===== config.mk =====
export PLATFORM = sky130hd
export DESIGN_NAME = pso_onoff
export DESIGN_NICKNAME = d
export VERILOG_FILES = /design/src/rtl/pso_pkg.sv /design/src/rtl/pso_onoff.sv
export SDC_FILE = /design/constraint.sdc
export NUM_CORES = 1
export LEC_CHECK = 0
export BUFFER_PORTS_ARGS = -buffer_cell sky130_fd_sc_hd__buf_2
export CAP_MARGIN = 20
export CORE_MARGIN = 2
export CORE_UTILIZATION = 58
export DETAILED_ROUTE_END_ITERATION = 10
export PLACE_DENSITY_LB_ADDON = 0.12
export SYNTH_ARGS = -nofsm -noshare
export SYNTH_HDL_FRONTEND = slang
export SYNTH_SLANG_ARGS = --single-unit
export TNS_END_PERCENT = 1

===== constraint.sdc =====
create_clock -name CLK_SYS -period 4.93 [get_ports CLK_SYS]
set_input_delay 0 -clock CLK_SYS [delete_from_list [all_inputs] [get_ports CLK_SYS]]
set_output_delay 0 -clock CLK_SYS [all_outputs]
set_load 0.02 [all_outputs]

===== src/rtl/pso_pkg.sv =====
// Constants for the supply on/off, protection latch and status lamp logic.
// Assumes a 100 MHz system clock and a synchronous active-high reset.
package pso_pkg;
   localparam int unsigned CLK_HZ         = 100_000_000;
   localparam int unsigned OV_LATCH_US    = 1000;   // Longest over-voltage latch time
   localparam int unsigned SC_REG_US      = 2000;   // Short-circuit regulation time
   localparam int unsigned SC_LATCH_MS    = 500;    // Short-circuit latch-off time
   localparam int unsigned BLINK_HZ       = 1;
   localparam int unsigned OV_CYC    = OV_LATCH_US * (CLK_HZ / 1_000_000);
   localparam int unsigned SC_REG_CYC  = SC_REG_US * (CLK_HZ / 1_000_000);
   localparam int unsigned SC_LATCH_CYC = SC_LATCH_MS * (CLK_HZ / 1000);
   localparam int unsigned BLINK_HALF_CYC = CLK_HZ / (2 * BLINK_HZ);
   localparam int unsigned CNT_W = 32;
   // AXI4-Lite register map
   localparam logic [3:0] CTRL_OFS   = 4'h0;   // Bit0 restart, bit1 bus on-request
   localparam logic [3:0] STATUS_OFS = 4'h4;   // Live state and latches
   localparam int unsigned CTRL_RESTART_BIT = 0;
   localparam int unsigned CTRL_BUSON_BIT   = 1;
   localparam logic        CTRL_BUSON_RST   = 1'b1;
   localparam logic [1:0]  RESP_OKAY   = 2'h0;
   localparam logic [1:0]  RESP_SLVERR = 2'h2;
   typedef enum logic [1:0] {LAMP_OFF = 2'h0, LAMP_ON = 2'h1, LAMP_BLINK = 2'h3} pso_lamp_type;
endpackage


===== src/rtl/pso_onoff.sv =====
// Supply on/off control, protection latches, lamps and alert, with an AXI4-Lite slave.
// Assumes detector inputs come from comparators outside the clock domain.
// Contract
// [RQ1] Main output on only when force-off and on-request are both low.
// [RQ2] Floating force-off turns main off, standby stays running.
// [RQ3] Force-off overrides on-request and bus commands.
// [RQ4] On-request high or open disables main output.
// [RQ5] No input power: both lamps dark.
// [RQ6] Failure: green off, amber steady.
// [RQ7] Warning while operating: green off, amber blinks 1 Hz.
// [RQ8] Power present, main off: green blinks 1 Hz, amber dark.
// [RQ9] Main on without fault: green steady, amber dark.
// [RQ10] Fan failure latches off; restart by on-request cycle, power cycle, bus command.
// [RQ11] Main over-voltage latches main off within 1 ms.
// [RQ12] Standby over-voltage latches standby off within 1 ms.
// [RQ13] Short circuit below 3 V limits current within 2 ms.
// [RQ14] Short circuit held 500 ms latches main off.
// [RQ15] Heat-sink over-temperature shuts down automatically.
// [RQ16] Current within 2 A of protection point raises a warning.
// [RQ17] Alert output low while any critical or warning event is active.
// [RQ18] Presence output permanently at output ground.
// [RQ19] Lamp blink from clock at 50% duty; priority failure, warning, off, on.
// [RQ20] Latches clear on on-request falling edge or reset.
//
// The register offsets and the AXI4-Lite interface to the registers were chosen for this implementation.
`timescale 1ns/1ps
`default_nettype none
module pso_onoff
   import pso_pkg::*;
(
   input  wire logic        CLK_SYS,
   input  wire logic        RST,
   input  wire logic        FORCE_OFF_INPUT,
   input  wire logic        MAIN_ON_REQUEST_N,
   input  wire logic        INPUT_POWER_OK,
   input  wire logic        MAIN_OV_DET,
   input  wire logic        STANDBY_OV_DET,
   input  wire logic        MAIN_SHORT_DET,
   input  wire logic        OVER_TEMP_DET,
   input  wire logic        FAN_FAIL_DET,
   input  wire logic        HIGH_TEMP_WARN,
   input  wire logic        SLOW_FAN_WARN,
   input  wire logic        NEAR_OVERCURRENT_DET,
   output logic             MAIN_ENABLE,
   output logic             STANDBY_ENABLE,
   output logic             CURRENT_LIMIT,
   output logic             GREEN_LAMP,
   output logic             AMBER_LAMP,
   output logic             FAULT_ALERT_OUT_N_O,
   output logic             FAULT_ALERT_OUT_N_OE,
   output logic             PRESENT_N,
   input  wire logic [3:0]  S_AXI_AWADDR,
   input  wire logic        S_AXI_AWVALID,
   output logic             S_AXI_AWREADY,
   input  wire logic [31:0] S_AXI_WDATA,
   input  wire logic [3:0]  S_AXI_WSTRB,
   input  wire logic        S_AXI_WVALID,
   output logic             S_AXI_WREADY,
   output logic [1:0]       S_AXI_BRESP,
   output logic             S_AXI_BVALID,
   input  wire logic        S_AXI_BREADY,
   input  wire logic [3:0]  S_AXI_ARADDR,
   input  wire logic        S_AXI_ARVALID,
   output logic             S_AXI_ARREADY,
   output logic [31:0]      S_AXI_RDATA,
   output logic [1:0]       S_AXI_RRESP,
   output logic             S_AXI_RVALID,
   input  wire logic        S_AXI_RREADY
);
   import pso_pkg::*;

   localparam int N_IN = 11;
   logic [N_IN-1:0] pin_raw;
   logic [N_IN-1:0] sync1_q;
   logic [N_IN-1:0] sync2_q;
   logic            force_off_level;
   logic            main_on_request_level;
   logic            ac_ok;
   logic            main_ov;
   logic            sb_ov;
   logic            short_det;
   logic            over_temp;
   logic            fan_fail;
   logic            warn_any;
   logic            near_overcurrent;
   logic            req_n_d1_q;
   logic            req_fall;
   logic            main_ov_lat_q;
   logic            sb_ov_lat_q;
   logic            sc_lat_q;
   logic            ot_lat_q;
   logic            fan_lat_q;
   logic            latched_off;
   logic [CNT_W-1:0] sc_cnt_q;
   logic [CNT_W-1:0] blink_cnt_q;
   logic            blink_q;
   logic            bus_on_q;
   logic            restart_q;
   logic            clear_all;
   logic            failure;
   logic            warning;
   logic            main_on_d;
   logic            main_on_q;
   logic            green_q;
   logic            amber_q;
   logic            alert_q;
   logic            aw_held_q;
   logic            w_held_q;
   logic [3:0]      aw_addr_q;
   logic [31:0]     w_data_q;
   logic [3:0]      w_strb_q;
   pso_lamp_type    green_mode;
   pso_lamp_type    amber_mode;

   // Every pin passes two flops; the first stage feeds nothing but the second
   assign pin_raw = {NEAR_OVERCURRENT_DET, SLOW_FAN_WARN, HIGH_TEMP_WARN, FAN_FAIL_DET,
                     OVER_TEMP_DET, MAIN_SHORT_DET, STANDBY_OV_DET, MAIN_OV_DET,
                     INPUT_POWER_OK, MAIN_ON_REQUEST_N, FORCE_OFF_INPUT};
   always_ff @(posedge CLK_SYS)
   begin
      if (RST)
      begin
         sync1_q <= 11'h003;   // Pulled-up control pins start as open
         sync2_q <= 11'h003;
      end
      else
      begin
         sync1_q <= pin_raw;
         sync2_q <= sync1_q;
      end
   end

   assign force_off_level       = sync2_q[0];
   assign main_on_request_level = sync2_q[1];
   assign ac_ok                 = sync2_q[2];
   assign main_ov               = sync2_q[3];
   assign sb_ov                 = sync2_q[4];
   assign short_det             = sync2_q[5];
   assign over_temp             = sync2_q[6];
   assign fan_fail              = sync2_q[7];
   assign near_overcurrent      = sync2_q[10];
   assign warn_any              = sync2_q[8] | sync2_q[9] | near_overcurrent; // RQ16

   // On-request falling edge, read from the second stage only
   always_ff @(posedge CLK_SYS)
   begin
      if (RST)
         req_n_d1_q <= 1'b1;
      else
         req_n_d1_q <= main_on_request_level;
   end
   assign req_fall  = req_n_d1_q & ~main_on_request_level;
   // A bus restart or loss of input power also counts as a fresh start
   assign clear_all = req_fall | restart_q | ~ac_ok; // RQ20

   // Protection latches: a new detection wins over a clear in the same cycle
   always_ff @(posedge CLK_SYS)
   begin
      if (RST)
      begin
         main_ov_lat_q <= 1'b0;
         sb_ov_lat_q   <= 1'b0;
         ot_lat_q      <= 1'b0;
         fan_lat_q     <= 1'b0;
      end
      else
      begin
         main_ov_lat_q <= main_ov   | (main_ov_lat_q & ~clear_all); // RQ11
         sb_ov_lat_q   <= sb_ov     | (sb_ov_lat_q & ~clear_all);   // RQ12
         ot_lat_q      <= over_temp | (ot_lat_q & ~clear_all);      // RQ15
         fan_lat_q     <= fan_fail  | (fan_lat_q & ~clear_all);     // RQ10
      end
   end

   // Short-circuit timer: current limit follows the synchronised pin with no timer, latch after a held 500 ms
   always_ff @(posedge CLK_SYS)
   begin
      if (RST)
      begin
         sc_cnt_q <= '0;
         sc_lat_q <= 1'b0;
      end
      else
      begin
         if (!short_det)
            sc_cnt_q <= '0;
         else if (sc_cnt_q < CNT_W'(SC_LATCH_CYC))
            sc_cnt_q <= sc_cnt_q + 1'b1;
         sc_lat_q <= (short_det && sc_cnt_q >= CNT_W'(SC_LATCH_CYC - 1))
                     | (sc_lat_q & ~clear_all); // RQ14
      end
   end
   // Foldback asserts two cycles after the pin, well inside 2 ms
   assign CURRENT_LIMIT = short_det; // RQ13

   assign latched_off = main_ov_lat_q | sb_ov_lat_q | sc_lat_q | ot_lat_q | fan_lat_q;
   assign failure     = latched_off;

   // Main enable: force-off overrides request and bus; open pins read high
   assign main_on_d = ~force_off_level & ~main_on_request_level & bus_on_q // RQ1 RQ3 RQ4
                      & ac_ok & ~latched_off;
   always_ff @(posedge CLK_SYS)
   begin
      if (RST)
         main_on_q <= 1'b0;
      else
         main_on_q <= main_on_d;
   end
   assign MAIN_ENABLE    = main_on_q;
   // Standby ignores force-off and only stops on its own over-voltage
   assign STANDBY_ENABLE = ~sb_ov_lat_q; // RQ2 RQ12
   assign PRESENT_N      = 1'b0; // RQ18

   // Free-running 1 Hz blink, half period each level
   always_ff @(posedge CLK_SYS)
   begin
      if (RST)
      begin
         blink_cnt_q <= '0;
         blink_q     <= 1'b0;
      end
      else if (blink_cnt_q == CNT_W'(BLINK_HALF_CYC - 1))
      begin
         blink_cnt_q <= '0;
         blink_q     <= ~blink_q; // RQ19
      end
      else
         blink_cnt_q <= blink_cnt_q + 1'b1;
   end

   // Lamp priority: no power, failure, warning, off, on
   assign warning = warn_any & main_on_q;
   always_comb
   begin
      if (!ac_ok)
      begin
         green_mode = LAMP_OFF;   // RQ5
         amber_mode = LAMP_OFF;
      end
      else if (failure)
      begin
         green_mode = LAMP_OFF;   // RQ6
         amber_mode = LAMP_ON;
      end
      else if (warning)
      begin
         green_mode = LAMP_OFF;   // RQ7
         amber_mode = LAMP_BLINK;
      end
      else if (!main_on_q)
      begin
         green_mode = LAMP_BLINK; // RQ8
         amber_mode = LAMP_OFF;
      end
      else
      begin
         green_mode = LAMP_ON;    // RQ9
         amber_mode = LAMP_OFF;
      end
   end

   function automatic logic lamp_level(input pso_lamp_type m, input logic b);
      case (m)
         LAMP_ON:    lamp_level = 1'b1;
         LAMP_BLINK: lamp_level = b;
         default:    lamp_level = 1'b0;
      endcase
   endfunction

   // Lamps and alert are registered so the pins never glitch
   always_ff @(posedge CLK_SYS)
   begin
      if (RST)
      begin
         green_q <= 1'b0;
         amber_q <= 1'b0;
         alert_q <= 1'b0;
      end
      else
      begin
         green_q <= lamp_level(green_mode, blink_q);
         amber_q <= lamp_level(amber_mode, blink_q);
         alert_q <= failure | warn_any; // RQ17
      end
   end
   assign GREEN_LAMP           = green_q;
   assign AMBER_LAMP           = amber_q;
   assign FAULT_ALERT_OUT_N_O  = 1'b0;
   assign FAULT_ALERT_OUT_N_OE = alert_q; // RQ17

   // AXI4-Lite write: address and data taken in either order, then response
   assign S_AXI_AWREADY = ~aw_held_q & ~S_AXI_BVALID;
   assign S_AXI_WREADY  = ~w_held_q & ~S_AXI_BVALID;
   always_ff @(posedge CLK_SYS)
   begin
      if (RST)
      begin
         aw_held_q    <= 1'b0;
         w_held_q     <= 1'b0;
         aw_addr_q    <= '0;
         w_data_q     <= '0;
         w_strb_q     <= '0;
         S_AXI_BVALID <= 1'b0;
         S_AXI_BRESP  <= RESP_OKAY;
         bus_on_q     <= CTRL_BUSON_RST;
         restart_q    <= 1'b0;
      end
      else
      begin
         restart_q <= 1'b0;
         if (S_AXI_AWVALID && S_AXI_AWREADY)
         begin
            aw_held_q <= 1'b1;
            aw_addr_q <= S_AXI_AWADDR;
         end
         if (S_AXI_WVALID && S_AXI_WREADY)
         begin
            w_held_q <= 1'b1;
            w_data_q <= S_AXI_WDATA;
            w_strb_q <= S_AXI_WSTRB;
         end
         if (aw_held_q && w_held_q)
         begin
            aw_held_q    <= 1'b0;
            w_held_q     <= 1'b0;
            S_AXI_BVALID <= 1'b1;
            if (aw_addr_q == CTRL_OFS)
            begin
               S_AXI_BRESP <= RESP_OKAY;
               if (w_strb_q[0])
               begin
                  bus_on_q  <= w_data_q[CTRL_BUSON_BIT];
                  restart_q <= w_data_q[CTRL_RESTART_BIT]; // RQ10
               end
            end
            else
               S_AXI_BRESP <= RESP_SLVERR;
         end
         else if (S_AXI_BVALID && S_AXI_BREADY)
            S_AXI_BVALID <= 1'b0;
      end
   end

   // AXI4-Lite read: one cycle to data, held until taken
   assign S_AXI_ARREADY = ~S_AXI_RVALID;
   always_ff @(posedge CLK_SYS)
   begin
      if (RST)
      begin
         S_AXI_RVALID <= 1'b0;
         S_AXI_RDATA  <= '0;
         S_AXI_RRESP  <= RESP_OKAY;
      end
      else if (S_AXI_ARVALID && S_AXI_ARREADY)
      begin
         S_AXI_RVALID <= 1'b1;
         S_AXI_RRESP  <= RESP_OKAY;
         case (S_AXI_ARADDR)
            CTRL_OFS:   S_AXI_RDATA <= {30'h0, bus_on_q, 1'b0};
            STATUS_OFS: S_AXI_RDATA <= {20'h0, warn_any, sc_lat_q, fan_lat_q, ot_lat_q,
                                        sb_ov_lat_q, main_ov_lat_q, short_det, ac_ok,
                                        main_on_request_level, force_off_level,
                                        ~sb_ov_lat_q, main_on_q};
            default:
            begin
               S_AXI_RDATA <= '0;
               S_AXI_RRESP <= RESP_SLVERR;
            end
         endcase
      end
      else if (S_AXI_RREADY)
         S_AXI_RVALID <= 1'b0;
   end
endmodule
`default_nettype wire


---- Word-level counts from Yosys, hierarchy flattened ----
Index checks and enable logic that the tools add are counted.
word-level totals
  output and inout port bits .............. 49
  flip-flop bits (word level) ............. 146
  input bits .............................. 62
cells by class
  order comparisons ....................... 2
  add/sub/neg operators ................... 2
  multiplexer cells ....................... 16
  reduce and logical (&&, ||, !) cells .... 16
  equal/unequal tests ..................... 6
  bitwise operators ....................... 42
operators with widths
  cell                     count
  $add A32 B1 Y32 const B  2
  $eq A32 B26 Y1 const B   1
  $ge A32 B26 Y1 const B   1
  $lt A32 B26 Y1 const B   1
  $pmux W12 S2             1
  $mux W2                  9
  $not A1 Y1               15
  $or A1 B1 Y1             14
  $and A1 B1 Y1            13
  $logic_not A4 Y1         2
  $reduce_or A2 Y1         4
  $logic_and A1 B1 Y1      6
  $eq A2 B1 Y1 const B     2
  $eq A2 B2 Y1 const B     2
  $eq A4 B3 Y1 const B     1
  $mux W1                  4
  $pmux W1 S2              2
  $reduce_bool A2 Y1       2
  $reduce_or A4 Y1         1
  $reduce_and A3 Y1        1

---- Longest topological paths before layout ----
Gate-level depths: netlist of the first run.
  depth in word-level cells ............... 8
  gate-level depth with buffers ........... 8
  depth with buffers taken out ............ 6

---- Worst setup path after synthesis of the first run ----
OpenSTA, ideal clock, no wires.
  path type ............................... reg-to-reg
  start point ............................. register blink_cnt_q[2]
  end point ............................... register blink_cnt_q[10]
  arrival ................................. 1703 ps
  stages on the path, launching flop included .. 8
  buffers on the path ..................... 2
  path slack .............................. 3112 ps
  data required time ...................... 4815 ps
  clock period less this slack ............ 1818 ps
  cells stage by stage .................... dfxtp_1 -> nand4_4 -> or4_1 -> nor3_2 -> or2_0 -> buf_4 -> buf_6 -> nor2_1
on the way
  word-level cells in the longest chain between the ends .. 2
RTL lines
  what                                                     RTL line          RTL
  from (decl)                                              pso_onoff.sv:95   logic [CNT_W-1:0] blink_cnt_q;
  from (signal assigned)                                   pso_onoff.sv:228  blink_cnt_q <= blink_cnt_q + 1'b1;
  branches (longest 2 deep; another with $add A32 B1 Y32)  -
Several ways; the timed one is not identified.
A chain may end at the register's enable or synchronous reset.

---- Final worst setup path of the first run ----
  start point ............................. register sc_cnt_q[0]
  end point ............................... register sc_cnt_q[16]
on the way
  word-level cells in the longest chain between the ends .. 1
RTL lines
  what                                                      RTL line                            RTL
  from (decl)                                               pso_onoff.sv:94                     logic [CNT_W-1:0] sc_cnt_q;
  from (signal assigned)                                    pso_onoff.sv:188                    sc_cnt_q <= sc_cnt_q + 1'b1;
  $add A32 B1 Y32 / $lt A32 B26 Y1 (equally long branches)  pso_onoff.sv:188, pso_onoff.sv:187
Several ways; a longest one is shown, not always the timed one.

==> results of run 1 <==
[critical path, delay by kind of cell (launching register included)]
family / cells / cell delay (ns)
flip-flops: 1 / 0.41
AND/OR/NAND/NOR: 3 / 0.99
adder cells (fa/ha/maj): 1 / 0.23
AO/OA/AOI/OAI: 2 / 0.47
[cell usage after synthesis, types with 9 or more instances]
cell type / number
nand2_1: 33
nand4_1: 13
and3_1: 13
nand3_1: 26
mux2i_1: 14
xor2_1: 22
clkbuf_1: 17
a22oi_1: 11
nor2_1: 79
and2_1: 12
inv_1: 9
xnor2_1: 9
a21oi_1: 27
or4_1: 12
o21ai_0: 9
dfxtp_1: 124
nor2b_1: 21
buf_4: 25
[layout make-up]
cell class              count  area [µm²]  area share, %
clock buffers              17         414           6.54
flip-flops and latches    124        2480           39.2
clock inverters            15         146           2.31
multi-input cells         417        2520           39.8
inverters                   9        33.8          0.533
repair buffers             87         598           9.44
well taps                 108         135           2.13
[kinds of logic (layout without fill, tap and decap cells)]
kind of cell / after synthesis / in the layout
other: 1 / 24
AOI/OAI and AO/OA: 75 / 75
xor gates and xnor gates: 31 / 31
and+or+nand+nor: 271 / 271
muxes: 14 / 14
adders and majority gates: 2 / 2
DFF: 124 / 124
buffers and inverters: 59 / 128
[where the power goes]
part / switching, mW / internal, mW
sequential: 0.0135 / 1.02
combinational: 0.0709 / 0.0523
clock: 0.522 / 0.646
[final timing paths]
check | from | end | slack (ns) | depth (start not counted)
setup / recovery | sc_cnt_q[0] | sc_cnt_q[16] | 2.74 | 6
hold / removal | S_AXI_ARVALID | S_AXI_RDATA[1] | 0.12 | 4
setup reg to reg | sc_cnt_q[0] | sc_cnt_q[16] | 2.74 | 6
hold reg to reg | sync1_q[0] | sync2_q[0] | 0.42 | 1
[registers in the layout, indices dropped and copies added (netlist names), 2 cells and up]
| register | count |
|---|---|
| sc_cnt_q | 32 |
| aw_addr_q | 4 |
| blink_cnt_q | 32 |
| w_data_q | 2 |
| sync1_q | 11 |
| sync2_q | 11 |
| S_AXI_RDATA | 12 |
[through the flow]
stage / hold WS [ns] / util [%] / power, mW
after global routing: 0.142 / 72.3 / 2.40
after global placement: 0.185 / 62.3 / 1.15
final: 0.119 / 72.3 / 2.33
after detailed placement: 0.189 / 62.3 / 1.16
after CTS: 0.0950 / 72.3 / 2.34
after floorplan: 0.0990 / - / 1.15
[routing by layer]
| layer | up-vias | wire [µm] | track usage [%] |
|---|---|---|---|
| met5 | - | 0 | 0 |
| met4 | 0 | 178 | 12.4 |
| met3 | 16 | 456 | 4.50 |
| met2 | 114 | 5730 | 40.7 |
| met1 | 2070 | 4900 | 29.4 |
| li1 | 2138 | - | - |
==> impl_table.tex, run 1 <==
\begin{tabular}{lr}
\hline
Metric & Value \\
\hline
\multicolumn{2}{l}{\textbf{Outcome}} \\
Run status & finished, final reports clean \\
\multicolumn{2}{l}{\textbf{Synth}} \\
Adder and majority cell fraction of the synthesized area & 0.476\% \\
Top cells by area in the synthesized netlist & dfxtp\_1 47\%, nor2\_1 5.6\%, xor2\_1 3.7\%, buf\_4 3.6\%, mux2i\_1 2.7\% \\
Fraction of post-synthesis cell area in the top cell type by area & 47.2\% \\
Post-synthesis sequential area ratio & 47.2\% \\
Cell type with the largest total area after synthesis & dfxtp\_1 \\
Gate count of the mapped netlist & 577 \\
XOR/XNOR Fraction of Synth Area & 5.16\% \\
Number of flops mapped to enable cells by yosys & 0 \\
Mean instance size in the synthesized netlist & 9.12 µm² \\
Yosys warnings & 0 \\
Count of cell types in the netlist & 60 \\
Multiplexer area fraction after synthesis & 2.66\% \\
Register bit count reported by yosys & 124 \\
Post-Synthesis Cell Area & 5260 µm² \\
Compound-cell area share of the yosys netlist & 9.32\% \\
Simple-gate portion of the synthesized area & 28.6\% \\
Async set-reset flop share out of synthesis & 0\% \\
Flip-flop cell with the highest count after synthesis & dfxtp\_1 \\
Main combinational cell family by area after synthesis & simple AND/OR/NAND/NOR gates \\
\multicolumn{2}{l}{\textbf{Placed design}} \\
Post-detailed-placement cell area & 5460 µm² \\
Detailed-placement wirelength estimate & 6.84 mm \\
Post-Place Cells & 714 \\
Count of buffers from port buffering & 53 \\
Gp weighted congestion & 0.831 \\
Worst-case setup slack after placement & 2.80 ns \\
\multicolumn{2}{l}{\textbf{Timing}} \\
Unrepaired setup endpoints after global routing & false \\
Final Hold Vio Count & 0 \\
Final setup violation count & 0 \\
Number of pins with negative max-slew slack in the final report & 0 \\
Final min period & 2.19 ns \\
Share of the clock period used by the worst path after layout & 44.5\% \\
Rel. slew slack & 34.5\% \\
Maximum clock frequency & 456 MHz \\
Pin slew with the least headroom to its limit & 0.982 ns \\
Post-route worst setup slack & 2.74 ns \\
Final setup TNS & 0 ns \\
Setup skew after layout & 0.00935 ns \\
\multicolumn{2}{l}{\textbf{Route}} \\
Routed via count & 4338 \\
Detailed router's first-iteration violation count & 204 \\
WL final & 11.3 mm \\
Post-route DRC & 0 \\
Avg WL per Cell & 14.5 µm \\
Avg Vias per Cell & 5.58 \\
Detail Route Antenna Nets & 0 \\
First drt pass iteration count & 6 \\
\multicolumn{2}{l}{\textbf{CTS}} \\
Htree depth & 4 \\
Count of hold buffers inserted by post-cts repair & 31 \\
Bufs on Longest Clock Path & 2 \\
Total clock sinks & 124 \\
TritonCTS clock tree & built \\
Post-CTS setup buffer count & 0 \\
Post-CTS sizing & 0 \\
Insertion delay to the later sink of the worst-skew pair & 0.52 ns \\
CTS clk-pin slew, worst paths & 0.07 ns \\
Root Buffer Master & clkbuf\_8 \\
Clock buffer count from CTS & 17 \\
\multicolumn{2}{l}{\textbf{Critical path}} \\
Slowest cell on crit path & or4\_1 \\
Critical path class & reg -> reg \\
Highest cell delay on the worst timing path & 0.57 ns \\
Required time worst endpoint & 5.36 ns \\
Critical path endpoint category & flip-flop \\
List of cells traversed by the critical path & ha\_1 > and3\_1 > and2\_1 > o211ai\_1 > or4\_1 > a21oi\_1 \\
Peak fanout along the critical path & 11 \\
Critical path data arrival time & 2.63 ns \\
Category of the worst setup path launch point & flip-flop \\
\multicolumn{2}{l}{\textbf{GRT}} \\
Number of global-route vias before repair & 4262 \\
Wire length of the first global-routing pass & 19.4 mm \\
Pin count of the biggest net entering global routing & 63 \\
Combined global-route utilization of all metal layers & 24.1\% \\
Number of antenna violations at the first check in global routing & 0 \\
Remaining global-route overflow & 0 \\
\multicolumn{2}{l}{\textbf{Power and ir drop}} \\
Peak supply drop & 0.254 mV \\
Static power due to leakage & 2.51 nW \\
Areal power density over the cells & 368 nW/µm² \\
\multicolumn{2}{l}{\textbf{Final layout}} \\
Final net count & 720 \\
Most used cells in the layout excluding fill and tap cells & 124 x dfxtp\_1, 79 x nor2\_1, 53 x buf\_2 \\
Final standard cell area without fillers & 6330 µm² \\
Fraction of layout cells with a size suffix above 1 & 16.4\% \\
FILL cells & 631 \\
Antenna cell count & 0 \\
Synth-to-layout area growth & 20.4\% \\
Final Non-Filler Cells & 777 \\
Commonest non-fill, non-tap cell in the layout & dfxtp\_1 \\
\multicolumn{2}{l}{\textbf{Floorplanning}} \\
Core Rows & 34 \\
Width of the chip & 99.2 µm \\
Die area & 9850 µm² \\
Effective utilization at floorplan & 60.0\% \\
Core area & 8760 µm² \\
I/O Pins & 111 \\
Die height & 99.2 µm \\
\multicolumn{2}{l}{\textbf{Flow run}} \\
Max-capacitance violation count & 0 \\
\multicolumn{2}{l}{\textbf{Hold path}} \\
Hold WC Path Type & in -> reg \\
\hline
\end{tabular}
No activity file was read; power rests on OpenSTA's default activity.
==> run 2: changes to the inputs <==
- ABC_AREA: not set -> 1
- CORE_UTILIZATION: 58 -> 56
- clock period: 4.93 -> 2.05 ns (I/O delays scaled with it)
==> run 2 against run 1 <==
Against the previous run:
- the run now ends with hold timing left
- clock skew is 0.0031 ns lower
- die area increased by 16%
- first-iteration DRC count rose by 94%
- count of clock-buffer cells in the layout increased by 4
- sequential power rose by 140%
- combinational power rose to 2.8 times the previous value
- clock power grew to 2.6 times the previous value
- via count rose by 36%
- sequential share of layout area shrank 5.5 points
- cell area rose by 16%
==> impl_table.tex, run 2 <==
\begin{tabular}{lr}
\hline
Metric & Value \\
\hline
\multicolumn{2}{l}{\textbf{Route}} \\
Avg WL per Cell & 13.1 µm (was 14.5 µm) \\
Detailed router's first-iteration violation count & 396 (was 204) \\
Post-route DRC & 0 (unchanged) \\
Routed via count & 5909 (was 4338) \\
Detail Route Antenna Nets & 0 (unchanged) \\
Avg Vias per Cell & 5.18 (was 5.58) \\
First drt pass iteration count & 5 (was 6) \\
WL final & 14.9 mm (was 11.3 mm) \\
\multicolumn{2}{l}{\textbf{Synth}} \\
Async set-reset flop share out of synthesis & 0\% (unchanged) \\
Top cells by area in the synthesized netlist & dfxtp\_1 42\%, nand2\_1 16\%, nor2\_1 8.8\%, inv\_1 6.7\%, a21oi\_1 4.9\% (was dfxtp\_1 47\%, nor2\_1 5.6\%, xor2\_1 3.7\%, buf\_4 3.6\%, mux2i\_1 2.7\%) \\
Most frequent cell after synthesis & nand2\_1 (was dfxtp\_1) \\
Post-synthesis sequential area ratio & 41.7\% (was 47.2\%) \\
Cell type with the largest total area after synthesis & dfxtp\_1 (unchanged) \\
Post-Synthesis Cell Area & 5950 µm² (was 5260 µm²) \\
Register bit count reported by yosys & 124 (unchanged) \\
Leading post-synthesis cells by instance count & 251 x nand2\_1, 139 x nor2\_1, 124 x dfxtp\_1 (was 124 x dfxtp\_1, 79 x nor2\_1, 33 x nand2\_1) \\
Yosys warnings & 0 (unchanged) \\
Mean instance size in the synthesized netlist & 6.72 µm² (was 9.12 µm²) \\
Count of cell types in the netlist & 36 (was 60) \\
Flip-flop cell with the highest count after synthesis & dfxtp\_1 (unchanged) \\
Gate count of the mapped netlist & 885 (was 577) \\
Number of flops mapped to enable cells by yosys & 0 (unchanged) \\
Fraction of post-synthesis cell area in the top cell type by area & 41.7\% (was 47.2\%) \\
\multicolumn{2}{l}{\textbf{Placed design}} \\
Gp weighted congestion & 0.970 (was 0.831) \\
Post-Place Cells & 1062 (was 714) \\
Count of buffers from port buffering & 53 (unchanged) \\
Detailed-placement wirelength estimate & 9.52 mm (was 6.84 mm) \\
\multicolumn{2}{l}{\textbf{Outcome}} \\
Run status & finished with violations (was finished, final reports clean) \\
Violations in the final reports & hold timing \\
\multicolumn{2}{l}{\textbf{GRT}} \\
Combined global-route utilization of all metal layers & 27.5\% (was 24.1\%) \\
Pin count of the biggest net entering global routing & 45 (was 63) \\
Number of global-route vias before repair & 5622 (was 4262) \\
Remaining global-route overflow & 0 (unchanged) \\
Wire length of the first global-routing pass & 25.1 mm (was 19.4 mm) \\
Number of antenna violations at the first check in global routing & 0 (unchanged) \\
\multicolumn{2}{l}{\textbf{Final layout}} \\
Final core utilization & 71.3\% (was 72.3\%) \\
Most used cells in the layout excluding fill and tap cells & 249 x nand2\_1, 136 x nor2\_1, 124 x dfxtp\_1 (was 124 x dfxtp\_1, 79 x nor2\_1, 53 x buf\_2) \\
Synth-to-layout area growth & 23.7\% (was 20.4\%) \\
Final Non-Filler Cells & 1141 (was 777) \\
Antenna cell count & 0 (unchanged) \\
Fraction of layout cells with a size suffix above 1 & 12.4\% (was 16.4\%) \\
Final net count & 1057 (was 720) \\
Commonest non-fill, non-tap cell in the layout & nand2\_1 (was dfxtp\_1) \\
Largest registers & blink\_cnt\_q (32), sc\_cnt\_q (32), S\_AXI\_RDATA (12) (unchanged) \\
\multicolumn{2}{l}{\textbf{Critical path}} \\
Critical path data arrival time & 2.47 ns (was 2.63 ns) \\
Critical path class & reg -> reg (unchanged) \\
Cell family contributing the most delay on the critical path & buffers and inverters (was simple AND/OR/NAND/NOR gates) \\
Worst-case register-to-register setup slack & 0.004 ns (was 2.74 ns) \\
Peak fanout along the critical path & 7 (was 11) \\
Critical path endpoint category & flip-flop (unchanged) \\
Most numerous cell on the critical path & dlygate4sd3\_1 \\
Slowest cell on crit path & dlygate4sd3\_1 (was or4\_1) \\
Required time worst endpoint & 2.48 ns (was 5.36 ns) \\
Category of the worst setup path launch point & flip-flop (unchanged) \\
List of cells traversed by the critical path & nor2\_2 > nand2\_2 > o21ai\_1 > dlygate4sd3\_1 > nor2\_1 > dlygate4sd3\_1 (was ha\_1 > and3\_1 > and2\_1 > o211ai\_1 > or4\_1 > a21oi\_1) \\
Highest cell delay on the worst timing path & 0.57 ns (about the same) \\
Buffers and inverters on the worst path & 2 (was 0) \\
\multicolumn{2}{l}{\textbf{Timing}} \\
Maximum clock frequency & 489 MHz (was 456 MHz) \\
Final setup violation count & 0 (unchanged) \\
Share of the clock period used by the worst path after layout & 99.8\% (was 44.5\%) \\
Final Hold Vio Count & 1 (was 0) \\
Tightest hold margin & -0.000902 ns (was 0.119 ns) \\
Setup skew after layout & 0.00622 ns (was 0.00935 ns) \\
Pin slew with the least headroom to its limit & 0.728 ns (was 0.982 ns) \\
Number of pins with negative max-slew slack in the final report & 0 (unchanged) \\
Final setup TNS & 0 ns (unchanged) \\
Final min period & 2.05 ns (was 2.19 ns) \\
Unrepaired setup endpoints after global routing & true (was false) \\
Rel. slew slack & 51.2\% (was 34.5\%) \\
\multicolumn{2}{l}{\textbf{Power and ir drop}} \\
Cell-internal power & 4.52 mW (was 1.72 mW) \\
Clock share of power & 51.3\% (was 50.2\%) \\
Net switching share of the total power & 22.7\% (was 26.1\%) \\
Total power & 5.85 mW (was 2.33 mW) \\
Areal power density over the cells & 794 nW/µm² (was 368 nW/µm²) \\
Static power due to leakage & 2.91 nW (was 2.51 nW) \\
Power share of the sequential group & 42.7\% (was 44.5\%) \\
Share of power burned in combinational logic & 6.0\% (was 5.3\%) \\
Peak supply drop & 0.821 mV (was 0.254 mV) \\
Psw & 1.32 mW (was 0.607 mW) \\
\multicolumn{2}{l}{\textbf{CTS}} \\
TritonCTS clock tree & built (unchanged) \\
Htree depth & 4 (unchanged) \\
CTS clk-pin slew, worst paths & 0.06 ns (was 0.07 ns) \\
Post-CTS setup buffer count & 0 (unchanged) \\
Insertion delay to the later sink of the worst-skew pair & 0.54 ns (was 0.52 ns) \\
Total clock sinks & 124 (unchanged) \\
Bufs on Longest Clock Path & 2 (unchanged) \\
Root Buffer Master & clkbuf\_8 (unchanged) \\
Clock buffer count from CTS & 17 (unchanged) \\
\multicolumn{2}{l}{\textbf{Hold path}} \\
Hold WC Path Type & in -> reg (unchanged) \\
\multicolumn{2}{l}{\textbf{Floorplanning}} \\
I/O Pins & 111 (unchanged) \\
Core Rows & 37 (was 34) \\
Die area & 11500 µm² (was 9850 µm²) \\
Die height & 107 µm (was 99.2 µm) \\
Core area & 10300 µm² (was 8760 µm²) \\
Width of the chip & 107 µm (was 99.2 µm) \\
Effective utilization at floorplan & 57.6\% (was 60.0\%) \\
\multicolumn{2}{l}{\textbf{Flow run}} \\
Max-capacitance violation count & 0 (unchanged) \\
\hline
\end{tabular}
-- run 2: cell types whose count changed in the layout (fill, tap and decap cells not counted), moves of 12 or more --
cell,delta
a21oi_1,+31
and2_1,-12
and3_1,-12
dlygate4sd3_1,+17
inv_1,+97
mux2i_1,-14
nand2_1,+216
nand3_1,+19
nor2_1,+57
nor2b_1,-21
or4_1,-12
-- run 2: through the flow --
| stage | setup slack [ns] | hold slack (ns) | instance area, µm² |
|---|---|---|---|
| final | 0.00353 | -0.000902 | 7360 |
| after global routing | -0.0910 | 0.0438 | 7360 |
| after CTS | 0.0133 | 0.161 | 7350 |
| after detailed placement | 0.233 | 0.187 | 6270 |
| after global placement | 0.250 | 0.183 | 6270 |
| after floorplan | 0.477 | 0.104 | 6040 |
-- run 2: final timing paths --
check / cells after the start / startpoint / end
max: 6 / aw_held_q / aw_addr_q[0]
min: 6 / S_AXI_ARADDR[3] / S_AXI_RDATA[4]
max reg2reg: 6 / aw_held_q / aw_addr_q[0]
min reg2reg: 2 / sync1_q[7] / sync2_q[7]
-- run 2: area by class of cell --
type / count / area, µm²
fill: 806 / 2960
multi-input combinational: 635 / 2900
sequential: 124 / 2480
timing repair buffer: 109 / 822
clock buffer: 21 / 449
inverter: 106 / 398
tap: 136 / 170
clock inverter: 10 / 141
-- run 2: worst register-to-register path, stage by stage, from the launching register on --
cell	delay (ns)
dfxtp_1	0.34
nor2_2	0.15
nand2_2	0.13
o21ai_1	0.16
dlygate4sd3_1	0.57
nor2_1	0.04
dlygate4sd3_1	0.55
-- run 2: power by group through the flow --
stage	registers, mW	clock network [mW]	logic, mW
5_1_grt	2.50	3.13	0.384
2_1_floorplan	2.55	0	0.198
4_1_cts	2.50	3.03	0.329
6_report	2.50	3.00	0.349
3_5_place_dp	2.55	0	0.248
3_3_place_gp	2.54	0	0.243
-- run 2: cell families (layout without fill, tap and decap cells) --
group / Yosys count / after routing / share of synthesized area (%)
buffers and inverters: 149 / 246 / 11.4
other: 1 / 24 / 0.0630
adders and majority gates: 2 / 2 / 0.420
DFF: 124 / 124 / 41.7
AOI/OAI and AO/OA: 84 / 84 / 7.65
and+or+nand+nor: 508 / 508 / 36.3
xor gates and xnor gates: 17 / 17 / 2.50
-- run 2: routing by layer --
layer	vias up	wire length [µm]	track usage [%]
met3	39	1040	7.29
met5	-	0	0
met2	250	7080	44.2
li1	2933	-	-
met1	2687	6460	34.4
met4	0	334	13.1
-- run 2: what timing repair did --
item | 4_1_cts | 5_1_grt
hold buffers | 49 | 0
hold endpoints to repair | 46 | 0
endpoints found under the setup margin | 0 | 15
gates resized for setup | 0 | 11
==> run 3: changes to the inputs <==
- CORE_UTILIZATION: 56 -> 50
- clock period: 2.05 -> 1.8 ns (I/O delays scaled with it)
==> run 3 against run 2 <==
Against the previous run:
- clock skew down 0.0014 ns
- global-route usage decreased by 4.6 points
- clock power is 14% higher
- combinational power increased by 4%
- critical endpoint is now blink_cnt_q[16]
- the flow finishes with violations (DRC)
- non-clock buffer count increased by 10
- power up 13%
- critical path depth up 3
- final cell count is 1.6% higher
- largest power group unchanged
- first-iteration DRC count is 7.3% lower
==> impl_table.tex, run 3 (same netlist as run 2, synthesis figures left out) <==
\begin{tabular}{lr}
\hline
Metric & Value \\
\hline
\multicolumn{2}{l}{\textbf{Route}} \\
Detail Route Antenna Nets & 0 (unchanged) \\
Post-route DRC & 6 (was 0) \\
Avg Vias per Cell & 4.83 (was 5.18) \\
Avg WL per Cell & 12.2 µm (was 13.1 µm) \\
Routed via count & 5594 (was 5909) \\
First drt pass iteration count & 8 (was 5) \\
Detailed router's first-iteration violation count & 367 (was 396) \\
WL final & 14.1 mm (was 14.9 mm) \\
\multicolumn{2}{l}{\textbf{Placed design}} \\
Count of buffers from port buffering & 53 (unchanged) \\
Worst-case setup slack after placement & 0.00275 ns (was 0.233 ns) \\
Detailed-placement wirelength estimate & 9.79 mm (was 9.52 mm) \\
Post-Place Cells & 1100 (was 1062) \\
Post-detailed-placement cell area & 6510 µm² (was 6270 µm²) \\
Gp weighted congestion & 0.887 (was 0.970) \\
\multicolumn{2}{l}{\textbf{CTS}} \\
TritonCTS clock tree & built (unchanged) \\
CTS clk-pin slew, worst paths & 0.06 ns (about the same) \\
Bufs on Longest Clock Path & 2 (unchanged) \\
Htree depth & 4 (unchanged) \\
Insertion delay to the later sink of the worst-skew pair & 0.41 ns (was 0.54 ns) \\
Post-CTS setup buffer count & 0 (unchanged) \\
Root Buffer Master & clkbuf\_16 (was clkbuf\_8) \\
Total clock sinks & 124 (unchanged) \\
Clock buffer count from CTS & 17 (unchanged) \\
\multicolumn{2}{l}{\textbf{GRT}} \\
Pin count of the biggest net entering global routing & 33 (was 45) \\
Number of global-route vias before repair & 5307 (was 5622) \\
Combined global-route utilization of all metal layers & 23.0\% (was 27.5\%) \\
Number of antenna violations at the first check in global routing & 0 (unchanged) \\
Wire length of the first global-routing pass & 23.8 mm (was 25.1 mm) \\
Remaining global-route overflow & 0 (unchanged) \\
\multicolumn{2}{l}{\textbf{Timing}} \\
Rel. slew slack & 61.0\% (was 51.2\%) \\
Maximum clock frequency & 598 MHz (was 489 MHz) \\
Share of the clock period used by the worst path after layout & 93.0\% (was 99.8\%) \\
Setup skew after layout & 0.00481 ns (was 0.00622 ns) \\
Final setup TNS & 0 ns (unchanged) \\
Final Hold Vio Count & 0 (was 1) \\
Number of pins with negative max-slew slack in the final report & 0 (unchanged) \\
Pin slew with the least headroom to its limit & 0.581 ns (was 0.728 ns) \\
Final min period & 1.67 ns (was 2.05 ns) \\
Unrepaired setup endpoints after global routing & false (was true) \\
Final setup violation count & 0 (unchanged) \\
Post-route worst setup slack & 0.126 ns (was 0.00353 ns) \\
Tightest hold margin & 0.0169 ns (was -0.000902 ns) \\
\multicolumn{2}{l}{\textbf{Floorplanning}} \\
Core area & 11500 µm² (was 10300 µm²) \\
Effective utilization at floorplan & 51.7\% (was 57.6\%) \\
I/O Pins & 111 (unchanged) \\
Core Rows & 39 (was 37) \\
Width of the chip & 113 µm (was 107 µm) \\
Die height & 113 µm (was 107 µm) \\
Die area & 12800 µm² (was 11500 µm²) \\
\multicolumn{2}{l}{\textbf{Final layout}} \\
Area occupied by multi-input gates & 2910 µm² (was 2900 µm²) \\
Largest registers & blink\_cnt\_q (32), sc\_cnt\_q (32), S\_AXI\_RDATA (12) (unchanged) \\
Fraction of layout cells with a size suffix above 1 & 15.7\% (was 12.4\%) \\
Commonest non-fill, non-tap cell in the layout & nand2\_1 (unchanged) \\
Total area of sequential cells & 2480 µm² (unchanged) \\
Antenna cell count & 0 (unchanged) \\
Final standard cell area without fillers & 7430 µm² (was 7360 µm²) \\
Synth-to-layout area growth & 24.9\% (was 23.7\%) \\
Final net count & 1067 (was 1057) \\
Final Non-Filler Cells & 1159 (was 1141) \\
Most used cells in the layout excluding fill and tap cells & 250 x nand2\_1, 137 x nor2\_1, 124 x dfxtp\_1 (was 249 x nand2\_1, 136 x nor2\_1, 124 x dfxtp\_1) \\
FILL cells & 1061 (was 806) \\
Final core utilization & 64.5\% (was 71.3\%) \\
\multicolumn{2}{l}{\textbf{Hold path}} \\
End point of the worst hold path & fan\_lat\_q (was S\_AXI\_RDATA[4]) \\
Cell depth of the worst hold path & 3 (was 6) \\
Hold WC Path Type & in -> reg (unchanged) \\
Startpoint of the most critical hold path & RST (was S\_AXI\_ARADDR[3]) \\
\multicolumn{2}{l}{\textbf{Critical path}} \\
Required time worst endpoint & 2.10 ns (was 2.48 ns) \\
Worst Reg-to-Reg Cells & 9 (was 6) \\
Peak fanout along the critical path & 5 (was 7) \\
Capture instance of the worst register-to-register path & blink\_cnt\_q[16] (was aw\_addr\_q[0]) \\
Critical path class & reg -> reg (unchanged) \\
Launch point of the worst path & blink\_cnt\_q[1] (was aw\_held\_q) \\
Category of the worst setup path launch point & flip-flop (unchanged) \\
Worst-case register-to-register setup slack & 0.13 ns (was 0.004 ns) \\
Critical path endpoint category & flip-flop (unchanged) \\
Reg2Reg Launch Point & blink\_cnt\_q[1] (was aw\_held\_q) \\
Critical path data arrival time & 1.97 ns (was 2.47 ns) \\
\multicolumn{2}{l}{\textbf{Power and ir drop}} \\
Net switching share of the total power & 22.7\% (about the same) \\
Cell-internal power & 5.13 mW (was 4.52 mW) \\
Power share of the sequential group & 42.8\% (was 42.7\%) \\
Peak supply drop & 0.756 mV (was 0.821 mV) \\
Psw & 1.51 mW (was 1.32 mW) \\
Areal power density over the cells & 893 nW/µm² (was 794 nW/µm²) \\
Total power & 6.64 mW (was 5.85 mW) \\
Static power due to leakage & 2.97 nW (was 2.91 nW) \\
Clock share of power & 51.7\% (was 51.3\%) \\
Share of power burned in combinational logic & 5.5\% (was 6.0\%) \\
\multicolumn{2}{l}{\textbf{Flow run}} \\
Max-capacitance violation count & 0 (unchanged) \\
\multicolumn{2}{l}{\textbf{Outcome}} \\
Violations in the final reports & DRC (was hold timing) \\
Run status & finished with violations (unchanged) \\
\hline
\end{tabular}
run 3: changes by cell type in the layout (fill, tap and decap cells not counted), sizes merged:
cell         change
buf             +31
clkbuf           -2
clkinv           +1
clkinvlp         +3
dlygate4sd3     -22
run 3: final cells by class:
cell class | count | share of cell area (%)
multi-input cells | 635 | 39.2
repair buffers | 119 | 11.5
flip-flops and latches | 124 | 33.4
well taps | 143 | 2.41
clock inverters | 14 | 2.32
inverters | 106 | 5.36
clock buffers | 18 | 5.78
run 3: critical path: stages (launching register included):
cell and delay (ns):
dfxtp_1 0.36, ha_2 0.20, nand2_1 0.09, nor2_4 0.15, inv_1 0.11, nor2_4 0.16
nand2_1 0.12, nor2_4 0.15, xnor2_1 0.15, nor2_1 0.06
run 3: layer usage:
layer / GRT usage, % / wire (µm)
met4: 6.34 / 162
met5: 0 / 0
met1: 29.5 / 6560
met2: 38.9 / 6750
met3: 5.25 / 652
run 3: power groups by stage:
stage | logic, mW | registers [mW] | clock network [mW]
CTS | 0.349 | 2.84 | 3.48
global placement | 0.297 | 2.90 | 0
finish | 0.364 | 2.84 | 3.43
detailed placement | 0.299 | 2.90 | 0
global route | 0.404 | 2.85 | 3.62
floorplan | 0.226 | 2.91 | 0
run 3: what timing repair did:
| action | in CTS | in global routing |
|---|---|---|
| hold buffers | 26 | 0 |
| endpoints found under the setup margin | 9 | 34 |
| resized for setup | 1 | 8 |
| gates cloned | 0 | 1 |
| hold endpoints to repair | 22 | 0 |
| pin swaps | 0 | 1 |
run 3: how the worst max path moves through the flow:
stage | to | cells after the start
floorplan | S_AXI_RDATA[11] | 6
global placement | sc_cnt_q[19] | 9
detailed placement | sc_cnt_q[24] | 9
CTS | blink_cnt_q[16] | 9
global route | blink_cnt_q[20] | 9
finish | blink_cnt_q[16] | 9
